### src/rtl/acs_pkg.sv
`default_nettype none
package acs_pkg;

    // Register byte offsets
    localparam logic [7:0] OFS_CTRL    = 8'h00;
    localparam logic [7:0] OFS_TIMING  = 8'h04;
    localparam logic [7:0] OFS_PORTCFG = 8'h08;
    localparam logic [7:0] OFS_RESULT  = 8'h0C;
    localparam logic [7:0] OFS_STATUS  = 8'h10;
    localparam logic [7:0] OFS_PORTIN  = 8'h14;

    // Field positions
    localparam int unsigned CTRL_EN_BIT     = 0;
    localparam int unsigned CTRL_GO_BIT     = 1;
    localparam int unsigned CTRL_CHAN_LSB   = 2;
    localparam int unsigned TIM_CLK_LSB     = 0;
    localparam int unsigned TIM_ACQ_LSB     = 3;
    localparam int unsigned STAT_DONE_BIT   = 0;
    localparam int unsigned STAT_STATE_LSB  = 1;
    localparam int unsigned STAT_SAMPLE_BIT = 4;

    // Reset values
    localparam logic [2:0]  CLK_SEL_RST = 3'h0;
    localparam logic [2:0]  ACQ_SEL_RST = 3'h0;
    localparam logic [3:0]  CHAN_RST    = 4'h0;
    localparam logic [15:0] MASK_RST    = 16'hFFFF;
    localparam logic [11:0] RESULT_RST  = 12'h000;

    // Timing
    localparam real         CLK_PERIOD_NS  = 10.0;
    localparam real         RC_TAD_US      = 2.5;
    localparam int unsigned RC_TAD_CYC     = $rtoi(RC_TAD_US * 1000.0 / CLK_PERIOD_NS);
    localparam int unsigned OSC_PER_INSTR  = 4;
    localparam int unsigned DEFER_INSTR    = 1;
    localparam int unsigned REACQ_INSTR    = 2;
    localparam int unsigned DEFER_CYC      = DEFER_INSTR * OSC_PER_INSTR;
    localparam int unsigned REACQ_CYC      = REACQ_INSTR * OSC_PER_INSTR;
    localparam int unsigned CONV_TADS      = 13;
    localparam int unsigned DISCH_TADS     = 1;
    localparam int unsigned SAR_BITS       = 12;
    localparam logic [1:0]  RC_SEL_CODE    = 2'h3;

    // Acquisition length in bit periods per code; code 0 is manual
    localparam logic [4:0] ACQ_TADS [8] = '{5'h00, 5'h02, 5'h04, 5'h06,
                                            5'h08, 5'h0C, 5'h10, 5'h14};

    typedef enum logic [2:0] {
        ST_OFF    = 3'h0,
        ST_DISCH  = 3'h1,
        ST_SAMPLE = 3'h3,
        ST_ACQ    = 3'h2,
        ST_CONV   = 3'h6,
        ST_WAIT   = 3'h7,
        ST_DEFER  = 3'h5
    } acs_state_t;

endpackage
`default_nettype wire

### src/rtl/acs_tad_gen.sv
`default_nettype none
module acs_tad_gen
    import acs_pkg::*;
#(
    parameter int unsigned CNT_W = 8
) (
    input  wire logic       clk_sys,
    input  wire logic       rst,
    input  wire logic       ce,
    input  wire logic       run,
    input  wire logic [2:0] clk_sel,
    input  wire logic       osc_stopped,
    output logic            tad_tick
);
    if (RC_TAD_CYC >= (1 << CNT_W) || CNT_W < 7) begin : g_bad_cnt_w
        $error("acs_tad_gen: CNT_W too small");
    end

    logic [CNT_W-1:0] cnt_reg;
    logic [CNT_W-1:0] cnt_next;
    logic [CNT_W-1:0] limit;
    logic             use_rc;
    logic [2:0]       exp_sel;

    always_comb begin
        use_rc   = (clk_sel[1:0] == RC_SEL_CODE);
        // Codes 000,100,001,101,010,110 give 2..64 oscillator periods
        exp_sel  = 3'({clk_sel[1:0], clk_sel[2]}) + 3'h1;
        limit    = use_rc ? CNT_W'(RC_TAD_CYC) : CNT_W'(1) << exp_sel;
        tad_tick = 1'b0;
        cnt_next = cnt_reg;
        if (!run) begin
            cnt_next = '0;
        end else if (use_rc || !osc_stopped) begin
            // RC source keeps running while the oscillator is stopped
            if (cnt_reg == limit - CNT_W'(1)) begin
                cnt_next = '0;
                tad_tick = 1'b1;
            end else begin
                cnt_next = cnt_reg + CNT_W'(1);
            end
        end
    end

    always_ff @(posedge clk_sys or posedge rst) begin
        if (rst)
            cnt_reg <= '0;
        else if (ce)
            cnt_reg <= cnt_next;
    end
endmodule
`default_nettype wire

### src/rtl/acs_adc_seq.sv
`default_nettype none
module acs_adc_seq
    import acs_pkg::*;
#(
    parameter int unsigned N_PINS = 16
) (
    input  wire logic              clk_sys,
    input  wire logic              rst,
    input  wire logic              ce,
    input  wire logic              psel,
    input  wire logic              penable,
    input  wire logic              pwrite,
    input  wire logic [7:0]        paddr,
    input  wire logic [31:0]       pwdata,
    output logic [31:0]            prdata,
    output logic                   pready,
    output logic                   pslverr,
    input  wire logic              osc_stopped,
    input  wire logic              cmp_in,
    input  wire logic [N_PINS-1:0] port_pins,
    output logic                   sample_en,
    output logic                   discharge_en,
    output logic                   conv_busy,
    output logic [11:0]            sar_code,
    output logic [3:0]             channel_select
);
    if (N_PINS < 1 || N_PINS > 16) begin : g_bad_n_pins
        $error("acs_adc_seq: N_PINS must be 1..16");
    end

    // Register state
    logic                converter_enable_bit_reg, converter_enable_bit_next;
    logic                go_reg, go_next;
    logic [3:0]          chan_reg, chan_next;
    logic [2:0]          conv_clock_select_reg, conv_clock_select_next;
    logic [2:0]          acq_time_select_reg, acq_time_select_next;
    logic [N_PINS-1:0]   analog_mask_reg, analog_mask_next;
    logic [11:0]         result_pair_reg, result_pair_next;
    logic                conv_done_irq_flag_reg, conv_done_irq_flag_next;
    logic [31:0]         prdata_reg, prdata_next;
    logic                rd_valid_reg, rd_valid_next;

    // Sequencer state
    acs_state_t          state_reg, state_next;
    logic [4:0]          cnt_reg, cnt_next;
    logic [11:0]         sar_reg, sar_next;

    // Pin synchronisers
    logic [N_PINS-1:0]   pin_s1_reg, pin_s2_reg, pin_s3_reg, pin_filt_reg;
    logic                cmp_s1_reg, cmp_s2_reg, cmp_s3_reg, cmp_filt_reg;

    logic                tad_tick;
    logic                tad_run;
    logic                wr_en;
    logic                rd_setup;
    logic                conv_done;
    logic                abort_req;
    logic [N_PINS-1:0]   port_read;
    logic                addr_ok;
    logic [11:0]         bit_mask;

    acs_tad_gen #(
        .CNT_W (8)
    ) u_tad_gen (
        .clk_sys     (clk_sys),
        .rst         (rst),
        .ce          (ce),
        .run         (tad_run),
        .clk_sel     (conv_clock_select_reg),
        .osc_stopped (osc_stopped),
        .tad_tick    (tad_tick)
    );

    // Three-stage pin capture; a change counts once stages two and three agree
    always_ff @(posedge clk_sys or posedge rst) begin
        if (rst) begin
            pin_s1_reg   <= '0;
            pin_s2_reg   <= '0;
            pin_s3_reg   <= '0;
            pin_filt_reg <= '0;
            cmp_s1_reg   <= 1'b0;
            cmp_s2_reg   <= 1'b0;
            cmp_s3_reg   <= 1'b0;
            cmp_filt_reg <= 1'b0;
        end else if (ce) begin
            pin_s1_reg <= port_pins;
            pin_s2_reg <= pin_s1_reg;
            pin_s3_reg <= pin_s2_reg;
            for (int i = 0; i < N_PINS; i++) begin
                if (pin_s2_reg[i] == pin_s3_reg[i])
                    pin_filt_reg[i] <= pin_s3_reg[i];
            end
            cmp_s1_reg <= cmp_in;
            cmp_s2_reg <= cmp_s1_reg;
            cmp_s3_reg <= cmp_s2_reg;
            if (cmp_s2_reg == cmp_s3_reg)
                cmp_filt_reg <= cmp_s3_reg;
        end
    end

    // Analog pins read low; digital pins pass through
    assign port_read = pin_filt_reg & ~analog_mask_reg;

    assign pready  = psel & penable & ce & rd_valid_reg;
    assign wr_en   = pready & pwrite;
    assign rd_setup = psel & ~rd_valid_reg;
    assign addr_ok = (paddr == OFS_CTRL) || (paddr == OFS_TIMING) ||
                     (paddr == OFS_PORTCFG) || (paddr == OFS_RESULT) ||
                     (paddr == OFS_STATUS) || (paddr == OFS_PORTIN);
    assign pslverr = pready & ~addr_ok;
    assign prdata  = prdata_reg;

    // Completion on the last bit period, abort whenever go drops mid-flight
    assign conv_done = (state_reg == ST_CONV) && tad_tick &&
                       (cnt_reg == 5'(CONV_TADS - 1)) && go_reg;
    assign abort_req = !go_reg && ((state_reg == ST_CONV) || (state_reg == ST_ACQ) ||
                                   (state_reg == ST_DEFER));

    always_comb begin
        converter_enable_bit_next = converter_enable_bit_reg;
        go_next                   = go_reg;
        chan_next                 = chan_reg;
        conv_clock_select_next    = conv_clock_select_reg;
        acq_time_select_next      = acq_time_select_reg;
        analog_mask_next          = analog_mask_reg;
        result_pair_next          = result_pair_reg;
        conv_done_irq_flag_next   = conv_done_irq_flag_reg;
        prdata_next               = prdata_reg;
        rd_valid_next             = rd_valid_reg;

        if (conv_done) begin
            go_next          = 1'b0;
            result_pair_next = sar_next;
        end
        if (rd_setup) begin
            rd_valid_next = 1'b1;
            prdata_next   = 32'h0000_0000;
            unique case (paddr)
                OFS_CTRL: begin
                    prdata_next[CTRL_EN_BIT]             = converter_enable_bit_reg;
                    prdata_next[CTRL_GO_BIT]             = go_reg;
                    prdata_next[CTRL_CHAN_LSB +: 4]      = chan_reg;
                end
                OFS_TIMING: begin
                    prdata_next[TIM_CLK_LSB +: 3]        = conv_clock_select_reg;
                    prdata_next[TIM_ACQ_LSB +: 3]        = acq_time_select_reg;
                end
                OFS_PORTCFG: prdata_next[N_PINS-1:0]     = analog_mask_reg;
                OFS_RESULT:  prdata_next[11:0]           = result_pair_reg;
                OFS_STATUS: begin
                    prdata_next[STAT_DONE_BIT]           = conv_done_irq_flag_reg;
                    prdata_next[STAT_STATE_LSB +: 3]     = state_reg;
                    prdata_next[STAT_SAMPLE_BIT]         = sample_en;
                end
                OFS_PORTIN:  prdata_next[N_PINS-1:0]     = port_read;
                default:     prdata_next                 = 32'h0000_0000;
            endcase
        end
        if (pready)
            rd_valid_next = 1'b0;
        if (wr_en) begin
            unique case (paddr)
                OFS_CTRL: begin
                    converter_enable_bit_next = pwdata[CTRL_EN_BIT];
                    go_next   = pwdata[CTRL_GO_BIT] & pwdata[CTRL_EN_BIT];
                    chan_next = pwdata[CTRL_CHAN_LSB +: 4];
                end
                OFS_TIMING: begin
                    conv_clock_select_next = pwdata[TIM_CLK_LSB +: 3];
                    acq_time_select_next   = pwdata[TIM_ACQ_LSB +: 3];
                end
                OFS_PORTCFG: analog_mask_next = pwdata[N_PINS-1:0];
                // Software value stays until the next completed conversion
                OFS_RESULT:  if (!conv_done) result_pair_next = pwdata[11:0];
                OFS_STATUS: begin
                    if (pwdata[STAT_DONE_BIT])
                        conv_done_irq_flag_next = 1'b0;
                end
                default: ;
            endcase
        end
        // Set wins over a same-cycle clear
        if (conv_done)
            conv_done_irq_flag_next = 1'b1;
    end

    always_ff @(posedge clk_sys or posedge rst) begin
        if (rst) begin
            converter_enable_bit_reg <= 1'b0;
            go_reg                   <= 1'b0;
            chan_reg                 <= CHAN_RST;
            conv_clock_select_reg    <= CLK_SEL_RST;
            acq_time_select_reg      <= ACQ_SEL_RST;
            analog_mask_reg          <= MASK_RST[N_PINS-1:0];
            result_pair_reg          <= RESULT_RST;
            conv_done_irq_flag_reg   <= 1'b0;
            prdata_reg               <= 32'h0000_0000;
            rd_valid_reg             <= 1'b0;
        end else if (ce) begin
            converter_enable_bit_reg <= converter_enable_bit_next;
            go_reg                   <= go_next;
            chan_reg                 <= chan_next;
            conv_clock_select_reg    <= conv_clock_select_next;
            acq_time_select_reg      <= acq_time_select_next;
            analog_mask_reg          <= analog_mask_next;
            result_pair_reg          <= result_pair_next;
            conv_done_irq_flag_reg   <= conv_done_irq_flag_next;
            prdata_reg               <= prdata_next;
            rd_valid_reg             <= rd_valid_next;
        end
    end

    // Sequencer. Idle mode is not an input: the bit clock keeps running.
    always_comb begin
        state_next = state_reg;
        cnt_next   = cnt_reg;
        sar_next   = sar_reg;
        bit_mask   = 12'h800 >> cnt_reg;
        tad_run    = (state_reg == ST_DISCH) || (state_reg == ST_ACQ) ||
                     (state_reg == ST_CONV);
        if (!converter_enable_bit_reg) begin
            state_next = ST_OFF;
            cnt_next   = 5'h00;
        end else begin
            unique case (state_reg)
                ST_OFF: begin
                    state_next = ST_DISCH;
                    cnt_next   = 5'h00;
                end
                ST_DISCH: begin
                    if (tad_tick) begin
                        if (cnt_reg == 5'(DISCH_TADS - 1)) begin
                            state_next = ST_SAMPLE;
                            cnt_next   = 5'h00;
                        end else begin
                            cnt_next = cnt_reg + 5'h01;
                        end
                    end
                end
                // Channel and pin direction play no part in starting
                ST_SAMPLE: begin
                    if (go_reg) begin
                        cnt_next = 5'h00;
                        if (acq_time_select_reg == 3'h0) begin
                            state_next = ST_DEFER;
                        end else begin
                            state_next = ST_ACQ;
                        end
                    end
                end
                ST_DEFER: begin
                    if (abort_req) begin
                        state_next = ST_WAIT;
                        cnt_next   = 5'h00;
                    end else if (cnt_reg == 5'(DEFER_CYC - 1)) begin
                        state_next = ST_CONV;
                        cnt_next   = 5'h00;
                        sar_next   = 12'h800;
                    end else begin
                        cnt_next = cnt_reg + 5'h01;
                    end
                end
                ST_ACQ: begin
                    if (abort_req) begin
                        state_next = ST_WAIT;
                        cnt_next   = 5'h00;
                    end else if (tad_tick) begin
                        if (cnt_reg == ACQ_TADS[acq_time_select_reg] - 5'h01) begin
                            state_next = ST_CONV;
                            cnt_next   = 5'h00;
                            sar_next   = 12'h800;
                        end else begin
                            cnt_next = cnt_reg + 5'h01;
                        end
                    end
                end
                ST_CONV: begin
                    if (abort_req) begin
                        state_next = ST_WAIT;
                        cnt_next   = 5'h00;
                    end else if (tad_tick) begin
                        if (cnt_reg < 5'(SAR_BITS)) begin
                            // Comparator high keeps the trial bit
                            if (!cmp_filt_reg)
                                sar_next = sar_reg & ~bit_mask;
                            sar_next = sar_next | (bit_mask >> 1);
                        end
                        if (cnt_reg == 5'(CONV_TADS - 1)) begin
                            state_next = ST_WAIT;
                            cnt_next   = 5'h00;
                        end else begin
                            cnt_next = cnt_reg + 5'h01;
                        end
                    end
                end
                ST_WAIT: begin
                    if (cnt_reg == 5'(REACQ_CYC - 1)) begin
                        state_next = ST_DISCH;
                        cnt_next   = 5'h00;
                    end else begin
                        cnt_next = cnt_reg + 5'h01;
                    end
                end
                default: begin
                    state_next = ST_OFF;
                    cnt_next   = 5'h00;
                end
            endcase
        end
    end

    always_ff @(posedge clk_sys or posedge rst) begin
        if (rst) begin
            state_reg <= ST_OFF;
            cnt_reg   <= 5'h00;
            sar_reg   <= 12'h000;
        end else if (ce) begin
            state_reg <= state_next;
            cnt_reg   <= cnt_next;
            sar_reg   <= sar_next;
        end
    end

    assign sample_en      = (state_reg == ST_SAMPLE) || (state_reg == ST_ACQ);
    assign discharge_en   = (state_reg == ST_DISCH);
    assign conv_busy      = (state_reg == ST_CONV);
    assign sar_code       = sar_reg;
    assign channel_select = chan_reg;

    a_port_mask: assert property (@(posedge clk_sys) disable iff (rst)
        (port_read & analog_mask_reg) == '0)
        else $error("analog pin read back nonzero");

    a_disch_first: assert property (@(posedge clk_sys) disable iff (rst)
        $rose(sample_en) |-> $past(state_reg) == ST_DISCH)
        else $error("sampling began without discharge");

    a_manual_defer: assert property (@(posedge clk_sys) disable iff (rst)
        (ce && state_reg == ST_SAMPLE && go_reg && converter_enable_bit_reg
         && acq_time_select_reg == 3'h0) |=> (state_reg == ST_DEFER && !sample_en))
        else $error("manual start not deferred");

    a_defer_len: assert property (@(posedge clk_sys) disable iff (rst)
        (state_reg == ST_DEFER) |-> cnt_reg < 5'(DEFER_CYC))
        else $error("defer longer than one instruction");

    a_acq_to_conv: assert property (@(posedge clk_sys) disable iff (rst)
        (ce && converter_enable_bit_reg && go_reg && state_reg == ST_ACQ && tad_tick
         && cnt_reg == ACQ_TADS[acq_time_select_reg] - 5'h01)
        |=> (state_reg == ST_CONV && sar_reg == 12'h800))
        else $error("acquisition did not end in conversion");

    a_abort_keeps: assert property (@(posedge clk_sys) disable iff (rst)
        (ce && converter_enable_bit_reg && state_reg == ST_CONV && !go_reg)
        |=> (state_reg == ST_WAIT && $stable(result_pair_reg)))
        else $error("abort did not stop conversion or changed result");

    a_done_effect: assert property (@(posedge clk_sys) disable iff (rst)
        (ce && converter_enable_bit_reg && conv_done && !wr_en)
        |=> (!go_reg && conv_done_irq_flag_reg && state_reg == ST_WAIT))
        else $error("completion side effects missing");

    a_conv_count: assert property (@(posedge clk_sys) disable iff (rst)
        (state_reg == ST_CONV) |-> cnt_reg < 5'(CONV_TADS))
        else $error("conversion exceeded thirteen bit periods");

    a_reacq_wait: assert property (@(posedge clk_sys) disable iff (rst)
        (ce && converter_enable_bit_reg && state_reg == ST_WAIT
         && cnt_reg == 5'(REACQ_CYC - 1)) |=> state_reg == ST_DISCH)
        else $error("re-acquisition not started after wait");

    a_no_overlap: assert property (@(posedge clk_sys) disable iff (rst)
        !(sample_en && conv_busy))
        else $error("sampling during conversion");

endmodule
`default_nettype wire

### config.mk
export PLATFORM = sky130hd
export DESIGN_NAME = acs_adc_seq
export DESIGN_NICKNAME = d
export VERILOG_FILES = /design/src/rtl/acs_pkg.sv /design/src/rtl/acs_tad_gen.sv /design/src/rtl/acs_adc_seq.sv
export SDC_FILE = /design/constraint.sdc
export NUM_CORES = 1
export LEC_CHECK = 0
export ABC_AREA = 1
export BUFFER_PORTS_ARGS = -buffer_cell sky130_fd_sc_hd__buf_4
export CAP_MARGIN = 20
export CORE_UTILIZATION = 45
export CTS_CLUSTER_DIAMETER = 200
export DETAILED_ROUTE_END_ITERATION = 16
export PLACE_DENSITY = 0.74
export RECOVER_POWER = 100
export SYNTH_ARGS = -nofsm -noshare
export SYNTH_HDL_FRONTEND = slang
export SYNTH_HIERARCHICAL = 1
export SYNTH_SLANG_ARGS = --single-unit
### constraint.sdc
create_clock -name clk_sys -period 5.41 [get_ports clk_sys]
set_input_delay 0.541 -clock clk_sys [delete_from_list [all_inputs] [get_ports clk_sys]]
set_output_delay 0.541 -clock clk_sys [all_outputs]
set_load 0.05 [all_outputs]
==> results of run 1 <==
## cells by family after synthesis
logic type,share of synthesized area
other,0.000439
AO/OA/AOI/OAI,0.129
adder cells (fa/ha/maj),0.0146
buffers and inverters,0.0861
AND/OR/NAND/NOR,0.295
multiplexers,0.0132
XOR/XNOR,0.00820
flip-flops,0.454
## power by group
group          internal [uW]  switching, uW
sequential              1270            113
combinational            240            600
clock                    697            532
total                   2210           1250
## worst min path at each step
| stage | to | depth (start not counted) | slack [ns] |
|---|---|---|---|
| final | u_tad_gen/cnt_reg[3] | 2 | 0.06 |
| after global routing | u_tad_gen/cnt_reg[3] | 2 | 0.09 |
| after floorplan | u_tad_gen/cnt_reg[0] | 1 | 0.36 |
| after CTS | u_tad_gen/cnt_reg[3] | 2 | 0.1 |
| after detailed placement | pin_s2_reg[14] | 2 | 0.46 |
| after global placement | pin_s1_reg[12] | 2 | 0.45 |
## layout make-up
type / count / area, sq um / area share
inverters: 118 / 444 / 0.0459
multi-input cells: 818 / 3960 / 0.408
clock inverters: 15 / 184 / 0.0190
well taps: 234 / 293 / 0.0302
clock buffers: 17 / 425 / 0.0439
flip-flops and latches: 154 / 3870 / 0.400
repair buffers: 87 / 512 / 0.0528
## layout by cell type, fill, tap and decap left out, types with 3 or more instances in the layout
cell type	synthesis	routed
a21oi_1	13	13
a221oi_1	8	8
a31oi_1	6	6
buf_4	20	49
clkbuf_1	21	37
clkbuf_16	0	17
clkinv_1	3	3
clkinv_4	0	4
conb_1	1	16
dfrtp_1	138	138
dfstp_2	16	16
ha_1	10	10
inv_1	100	101
inv_2	15	13
inv_6	0	4
mux2_2	9	9
nand2_1	355	356
nand2_2	12	11
nand2_4	5	5
nand3_1	63	63
nand3_2	5	5
nand3b_1	13	13
nand4_1	5	6
nor2_1	86	90
nor2_2	7	3
nor3_1	8	9
nor3b_1	9	9
o211ai_1	4	4
o21ai_0	134	140
o21ai_1	13	7
o21bai_1	9	9
o31ai_1	5	5
xor2_1	7	7
## metal layers
metal,part of all wire,up-vias,wire length [microns]
met5,0,-,0
met1,0.46,3506,9740
li1,-,3766,-
met3,0.061,46,1290
met2,0.44,257,9410
met4,0.033,0,706
## per-stage QoR
step	hold WS [ns]	power (uW)	utilization	cell area, sq um
6_report	0.0639	3460	0.520	9690
5_1_grt	0.0906	3640	0.520	9690
4_1_cts	0.0953	3520	0.529	9860
3_5_place_dp	0.458	2290	0.496	9260
3_3_place_gp	0.454	2260	0.496	9260
2_1_floorplan	0.357	2050	-	8600
## critical path: stages (launching register included)
cell,delay [ns]
dfrtp_1,0.49
nand2_1,0.10
inv_1,0.06
ha_1,0.36
nand2_1,0.11
nand2_4,0.11
inv_1,0.06
ha_1,0.30
xor2_1,0.15
nand3_1,0.09
nor2_1,0.11
nand3_1,0.08
nor2_1,0.16
nand2_4,0.11
nor2_1,0.51
inv_1,0.22
nor3_2,0.28
nand2_1,0.21
inv_2,0.23
nand2_2,0.16
o21ai_0,0.21
nand2_1,0.07
o21ai_1,0.07
==> results.md, run 1 <==
Status:
- The flow ran to the end, but the final reports show violations.
- The final reports fail on capacitance limit, slew limit.

Setup path:
- The worst setup path is captured at a flip-flop.
- The reg-to-reg endpoint is result_pair_reg[4].
- The worst setup path is launched from a flip-flop.
- The category of the critical setup timing path is flip-flop to flip-flop.
- The worst-case register-to-register setup slack is 1.03 ns.
- At the worst endpoint, the required time is 5.73 ns.
- The end of the critical path is result_pair_reg[4].
- The endpoint arrival time on the critical path is 4.70 ns.
- The peak fanout along the critical path is 13.
- The start of the worst register-to-register path is conv_clock_select_reg[2].
- The critical path launch point is conv_clock_select_reg[2].
- The number of cells on the worst reg-to-reg path is 22.

STA:
- The final count of hold timing violations is 0.
- The setup violation total in the final timing report is 0.
- The post-route minimum period is 4.38 ns.
- The final number of max-transition violations came to 225.
- At the pin with the least slew margin, the transition time is 3.63 ns.
- The worst path meets setup with 1.03 ns of slack.
- The worst clock skew on the final layout is 0.0104 ns.
- Dividing the final minimum period by the clock period gives 0.810.
- The worst-case headroom to the max-slew limit is -1.43.
- The maximum frequency from static timing analysis is 0.228 GHz.
- Setup repair after global routing left no endpoint under its margin.
- The final setup TNS is 0 ns.

Global routing:
- met2 is the most crowded layer.
- The number of antenna violations at the first check in global routing is 0.
- Entering global routing, the biggest net connects 89 pins.
- The number of global-route vias before repair is 6974.
- The global routing usage on met1 is 0.317.
- The overall routing resource usage is 0.226.
- For this run, global-route usage on met2 was measured as 0.338.
- The met3 track demand over resource in global routing is 0.0468.
- For this run the aggregate overflow at the end of global routing stands at 0.
- The global-route wire length before repair is 35.1 mm.

Drt:
- In this run, the number of DRC markers left after iteration 0 of detailed routing was 670.
- The ratio of routed vias to standard cells is 5.25.
- Wires add up to 21.1 mm.
- The average wire per standard cell is 14.7 microns.
- The number of nets still failing antenna checks after routing is 0.
- After detailed routing, the number of remaining DRC violations is 0.
- The number of detailed-routing iterations run before antenna repair is 6.
- The routed layout has 7575 vias.

Placement:
- The worst slack after detailed placement is 1.42 ns.
- The detailed placement HPWL is 15.1 mm.
- The final RePlAce weighted congestion is 0.905.
- The number of placed instances with taps included is 1411.
- The number of input and output port buffers inserted is 84.

Power:
- The static leakage is 0.00461 uW.
- Dividing total power by cell area gives a power density of 357 nW/um^2.
- Across the VDD grid, the largest voltage drop is 0.000239 V.

Synthesis:
- The synthesized instance count is 1125.
- The number of synthesized flops with an enable pin is 0.
- Yosys printed 6 warnings.
- For this run, the leading register cell type out of synthesis is dfrtp_1.
- Summing every instance area after synthesis gives 8540 sq um.
- In this run the mean area of a mapped cell was 7.59 sq um.
- In the synthesized netlist, the cells that appear most often are nand2_1 (355), dfrtp_1 (138), o21ai_0 (134).
- The unique cell type count in the Yosys netlist is 45.
- Ranked by total cell area, the synthesized netlist is headed by dfrtp_1 (40%), nand2_1 (16%), o21ai_0 (7.9%).
- Yosys instantiated no cell more often than nand2_1.
- Of the post-synthesis cell area, the dominant cell type holds 0.404.
- The cell taking the most area after synthesis is dfrtp_1.
- The share of synthesized flip-flops with an asynchronous set or reset is 1.00.
- The portion of the post-synthesis area used by sequential elements is 0.454.
- After synthesis the netlist holds a flip-flop and latch count of 154.

Clocking:
- The number of CTS-inserted buffers is 17.
- The H-tree generated during clock tree synthesis spans 4 levels.
- The hold-fix buffer count after cts is 0.
- TritonCTS built the clock tree.
- The clock input transition at the sequential cells of the worst setup and hold paths is 0.07 ns.
- The longest clock path from root to sink contains 2 buffers.
- The number of sinks driven by the clock tree is 154.
- In this run the clock root is driven by a clkbuf_16.
- In this run the post-CTS setup repair buffer count came out at 0.
- The worst-skew pair later-pin latency is 0.44 ns.
- The count of cells resized by post-cts repair is 0.

Worst hold path:
- The path class of the tightest hold or removal check is input port to async pin.

Finish:
- The diode insertion count for antenna repair is 0.
- Excluding fillers, the count of instances in the completed layout stands at 1443.
- The number of nets at the end of the flow is 1270.
- The fraction of final layout cells sized beyond drive strength 1 is 0.124.
- Relative to the synthesized area, the layout overhead comes to 13.4%.
- Counting the fill cells in the layout gives 1770.

Die:
- The floorplan step defined a die boundary enclosing 19500 sq um.
- In this run the count of I/O pins placed on the die edge is 117.
- The core region is 18600 sq um.
- The width of the die is 140 microns.
- The effective utilization at floorplan is 0.458.
- Row generation in the floorplan step produced 50 rows.
- The die is 140 microns tall.

Run:
- The number of max-capacitance violations reported is 3.
No activity file was read; power rests on OpenSTA's default activity.
==> run 2, diff against run 1 <==
==> constraint.sdc (replaced) <==
create_clock -name clk_sys -period 4.1 [get_ports clk_sys]
set_input_delay 0.41 -clock clk_sys [delete_from_list [all_inputs] [get_ports clk_sys]]
set_output_delay 0.41 -clock clk_sys [all_outputs]
set_load 0.05 [all_outputs]
==> run 2 against run 1 <==
Compared with the run above:
- the run ends with DRC, capacitance limit, slew limit left
- non-clock buffer count grew 4
- utilization is essentially flat
- global-route usage shrank 0.41 points
- clock skew is essentially flat
- clock-buffer cell count grew 1
- combinational power grew 32%
- routed wire length shrank 2.2%
- critical path type unchanged
- largest cell class unchanged
- highest routed layer unchanged
==> results.md, run 2 (same netlist as run 1, synthesis figures left out) <==
Status:
- The run finished, with violations left.
- The checks that failed: DRC, capacitance limit, slew limit.

Clocking:
- The CTS tree is built.
- The number of CTS-inserted buffers is 17 (unchanged).
- The root cell of the clock tree is clkbuf_16.
- The clock input transition at the sequential cells of the worst setup and hold paths is 0.07 ns (about the same).
- The number of H-tree levels is 4 (unchanged).
- The worst-skew pair later-pin latency was 0.43 ns (about the same).
- The clock tree buffer depth is 2 (unchanged).
- The number of sinks driven by the clock tree is 154 (unchanged).

Setup path:
- The endpoint kind of the worst setup timing path is a flip-flop.
- The cell type with the highest occurrence count on the critical path is nand2_1.
- The launching element type of the critical path is a flip-flop.
- Among cell families on the critical path, the largest total delay comes from simple AND/OR/NAND/NOR gates.
- The peak fanout along the critical path is 13 (unchanged).
- The endpoint arrival time on the critical path is 4.04 ns (-0.66 ns).
- The largest stage delay on the critical path is 0.47 ns (-0.04 ns).
- The data required time of the worst path came to 4.45 ns (-1.28 ns).
- The combined buffer and inverter count along the critical path is 4 (unchanged).
- The slowest stage of the critical path belongs to the cell dfrtp_1.
- The critical path goes through nand2_1 -> inv_1 -> ha_1 -> nand2_1 -> nand2_4 -> inv_1 -> ha_1 -> xor2_1 -> nand3_1 -> nor2_1 -> nand3_1 -> nor2_1 -> nand2_4 -> nor2_2 -> inv_1 -> nor3_2 -> nand2_1 -> inv_2 -> nand2_2 -> o21ai_0 -> nand2_1 -> o21ai_1.
- The category of the critical setup timing path is flip-flop to flip-flop.

Global routing:
- The number of global-route vias before repair is 6825 (-2.1%).
- The pin count of the biggest net entering global routing is 115 (+29%).
- The overall overflow remaining after global route was 0 (unchanged).
- The overall routing resource usage came to 0.222 (-0.00415).
- The number of antenna violations at the first check in global routing is 0 (unchanged).
- The global-route wire length before repair is 34.2 mm (-2.5%).

STA:
- The transition at the pin with the smallest max-transition slack is 1.59 ns (-2.04 ns).
- The maximum frequency from static timing analysis is 0.271 GHz (+19%).
- The portion of the clock cycle consumed by the worst path in the final layout is 0.900 (+0.0903).
- The worst-case headroom to the max-slew limit is -0.0600 (+1.37).
- The post-route minimum period is 3.69 ns (-0.690 ns).
- The final setup TNS is 0 ns (unchanged).
- The setup violation total in the final timing report is 0 (unchanged).
- Setup repair after global routing left no endpoint under its margin.
- The final count of hold timing violations is 0 (unchanged).
- The worst clock skew on the final layout was 0.0102 ns (-0.000156 ns).
- The final number of max-transition violations came to 180 (-20%).

Drt:
- The ratio of routed vias to standard cells is 5.20 (-0.97%).
- The routed via count was 7522 (-0.70%).
- The DRC violation count after routing came to 1 (+1).
- The first-iteration detailed-routing DRC count is 604 (-9.9%).
- The average wire per standard cell is 14.3 microns (-2.5%).
- The number of nets still failing antenna checks after routing came to 0 (unchanged).
- The number of detailed-routing iterations run before antenna repair came to 11 (+5).
- The total wirelength of the detailed-routed design is 20.7 mm (-2.2%).

Finish:
- The fraction of final layout cells sized beyond drive strength 1 is 0.124 (+0.000415).
- The diode insertion count for antenna repair is 0 (unchanged).
- The top cell types in the final layout, fill and taps aside, are nand2_1 (356), o21ai_0 (138), dfrtp_1 (138).
- The area added between synthesis and finish is 13.5% (about the same).
- The number of nets at the end of the flow is 1274 (+0.31%).
- The final cell count without fillers was 1447 (+0.28%).
- Leaving out fill and tap cells, the most frequent cell in the layout is nand2_1.

Run:
- The number of max-capacitance violations reported is 2 (-1).

Placement:
- The number of placed instances with taps included is 1414 (+0.21%).
- The number of input and output port buffers inserted was 84 (unchanged).
- The final RePlAce weighted congestion is 0.938 (+3.7%).
- The detailed placement HPWL came to 15.1 mm (+0.10%).

Die:
- The height of the die came to 140 microns (unchanged).
- The effective utilization at floorplan is 0.458 (unchanged).
- The area of the die came to 19500 sq um (unchanged).
- The area of the core is 18600 sq um (unchanged).
- The I/O pin total was 117 (unchanged).
- The width of the die is 140 microns (unchanged).
- The placement row count was 50 (unchanged).

Power:
- The worst-case vdd ir drop is 0.000279 V (+17%).
- The static leakage came to 0.00462 uW (+0.25%).
- The power per cell area came to 462 nW/um^2 (+29%).

Worst hold path:
- The path category of the worst min-delay check is input port to flip-flop.
[run 2: what timing repair did]
| action | in CTS | in global routing |
|---|---|---|
| hold endpoints to repair | 8 | 0 |
| buffers inserted | 0 | 0 |
| resized for setup | 0 | 0 |
| hold buffers | 1 | 0 |
[run 2: path summary, 6_finish.rpt]
path	startpoint	to	slack, ns	cells past startpoint
max in group asynchronous	rst	sar_code[6]	1.04	4
worst max-delay path	conv_clock_select_reg[0]	result_pair_reg[4]	0.41	22
worst min-delay path	port_pins[8]	pin_s1_reg[8]	0.19	3
worst min register to register	pin_s1_reg[14]	pin_s2_reg[14]	0.48	2
worst max register to register	conv_clock_select_reg[0]	result_pair_reg[4]	0.41	22
min in group asynchronous	rst	u_tad_gen/cnt_reg[6]	0.48	3
[run 2: report_power, final]
part | internal, uW | switching (uW) | leakage, uW
Combinational | 322 | 789 | 0.00237
Clock | 866 | 668 | 0.000285
Sequential | 1680 | 149 | 0.00196
[run 2: worst register-to-register path, cell delays in order, from the launching register on]
cell     delay (ns)
dfrtp_1        0.47
nand2_1        0.10
inv_1          0.06
ha_1           0.37
nand2_1        0.11
nand2_4        0.11
inv_1          0.06
ha_1           0.30
xor2_1         0.15
nand3_1        0.08
nor2_1         0.12
nand3_1        0.08
nor2_1         0.16
nand2_4        0.12
nor2_2         0.18
inv_1          0.12
nor3_2         0.23
nand2_1        0.11
inv_2          0.18
nand2_2        0.17
o21ai_0        0.15
nand2_1        0.08
o21ai_1        0.09
[run 2: area by class of cell]
cell class | count | area (sq um)
fill | 1819 | 8950
multi-input combinational | 818 | 3970
sequential | 154 | 3870
timing repair buffer | 91 | 539
inverter | 118 | 444
clock buffer | 18 | 439
tap | 234 | 293
clock inverter | 14 | 136
[run 2: metrics by stage]
step           setup slack (ns)  power, uW  utilization  instance area, sq um  hold slack (ns)
5_1_grt                  0.0799       4730        0.520                  9700            0.182
4_1_cts                   0.475       4550        0.530                  9870            0.174
2_1_floorplan             0.869       2710            -                  8600            0.226
6_report                  0.411       4480        0.520                  9700            0.186
3_3_place_gp              0.548       2990        0.498                  9290            0.405
3_5_place_dp              0.492       3020        0.498                  9290            0.408
[run 2: per-layer routing]
layer	vias up	GRT usage	wire, microns
met5	-	0	0
met4	0	0.0746	439
met3	30	0.0461	1340
met2	255	0.343	9500
met1	3469	0.309	9400
li1	3768	-	-
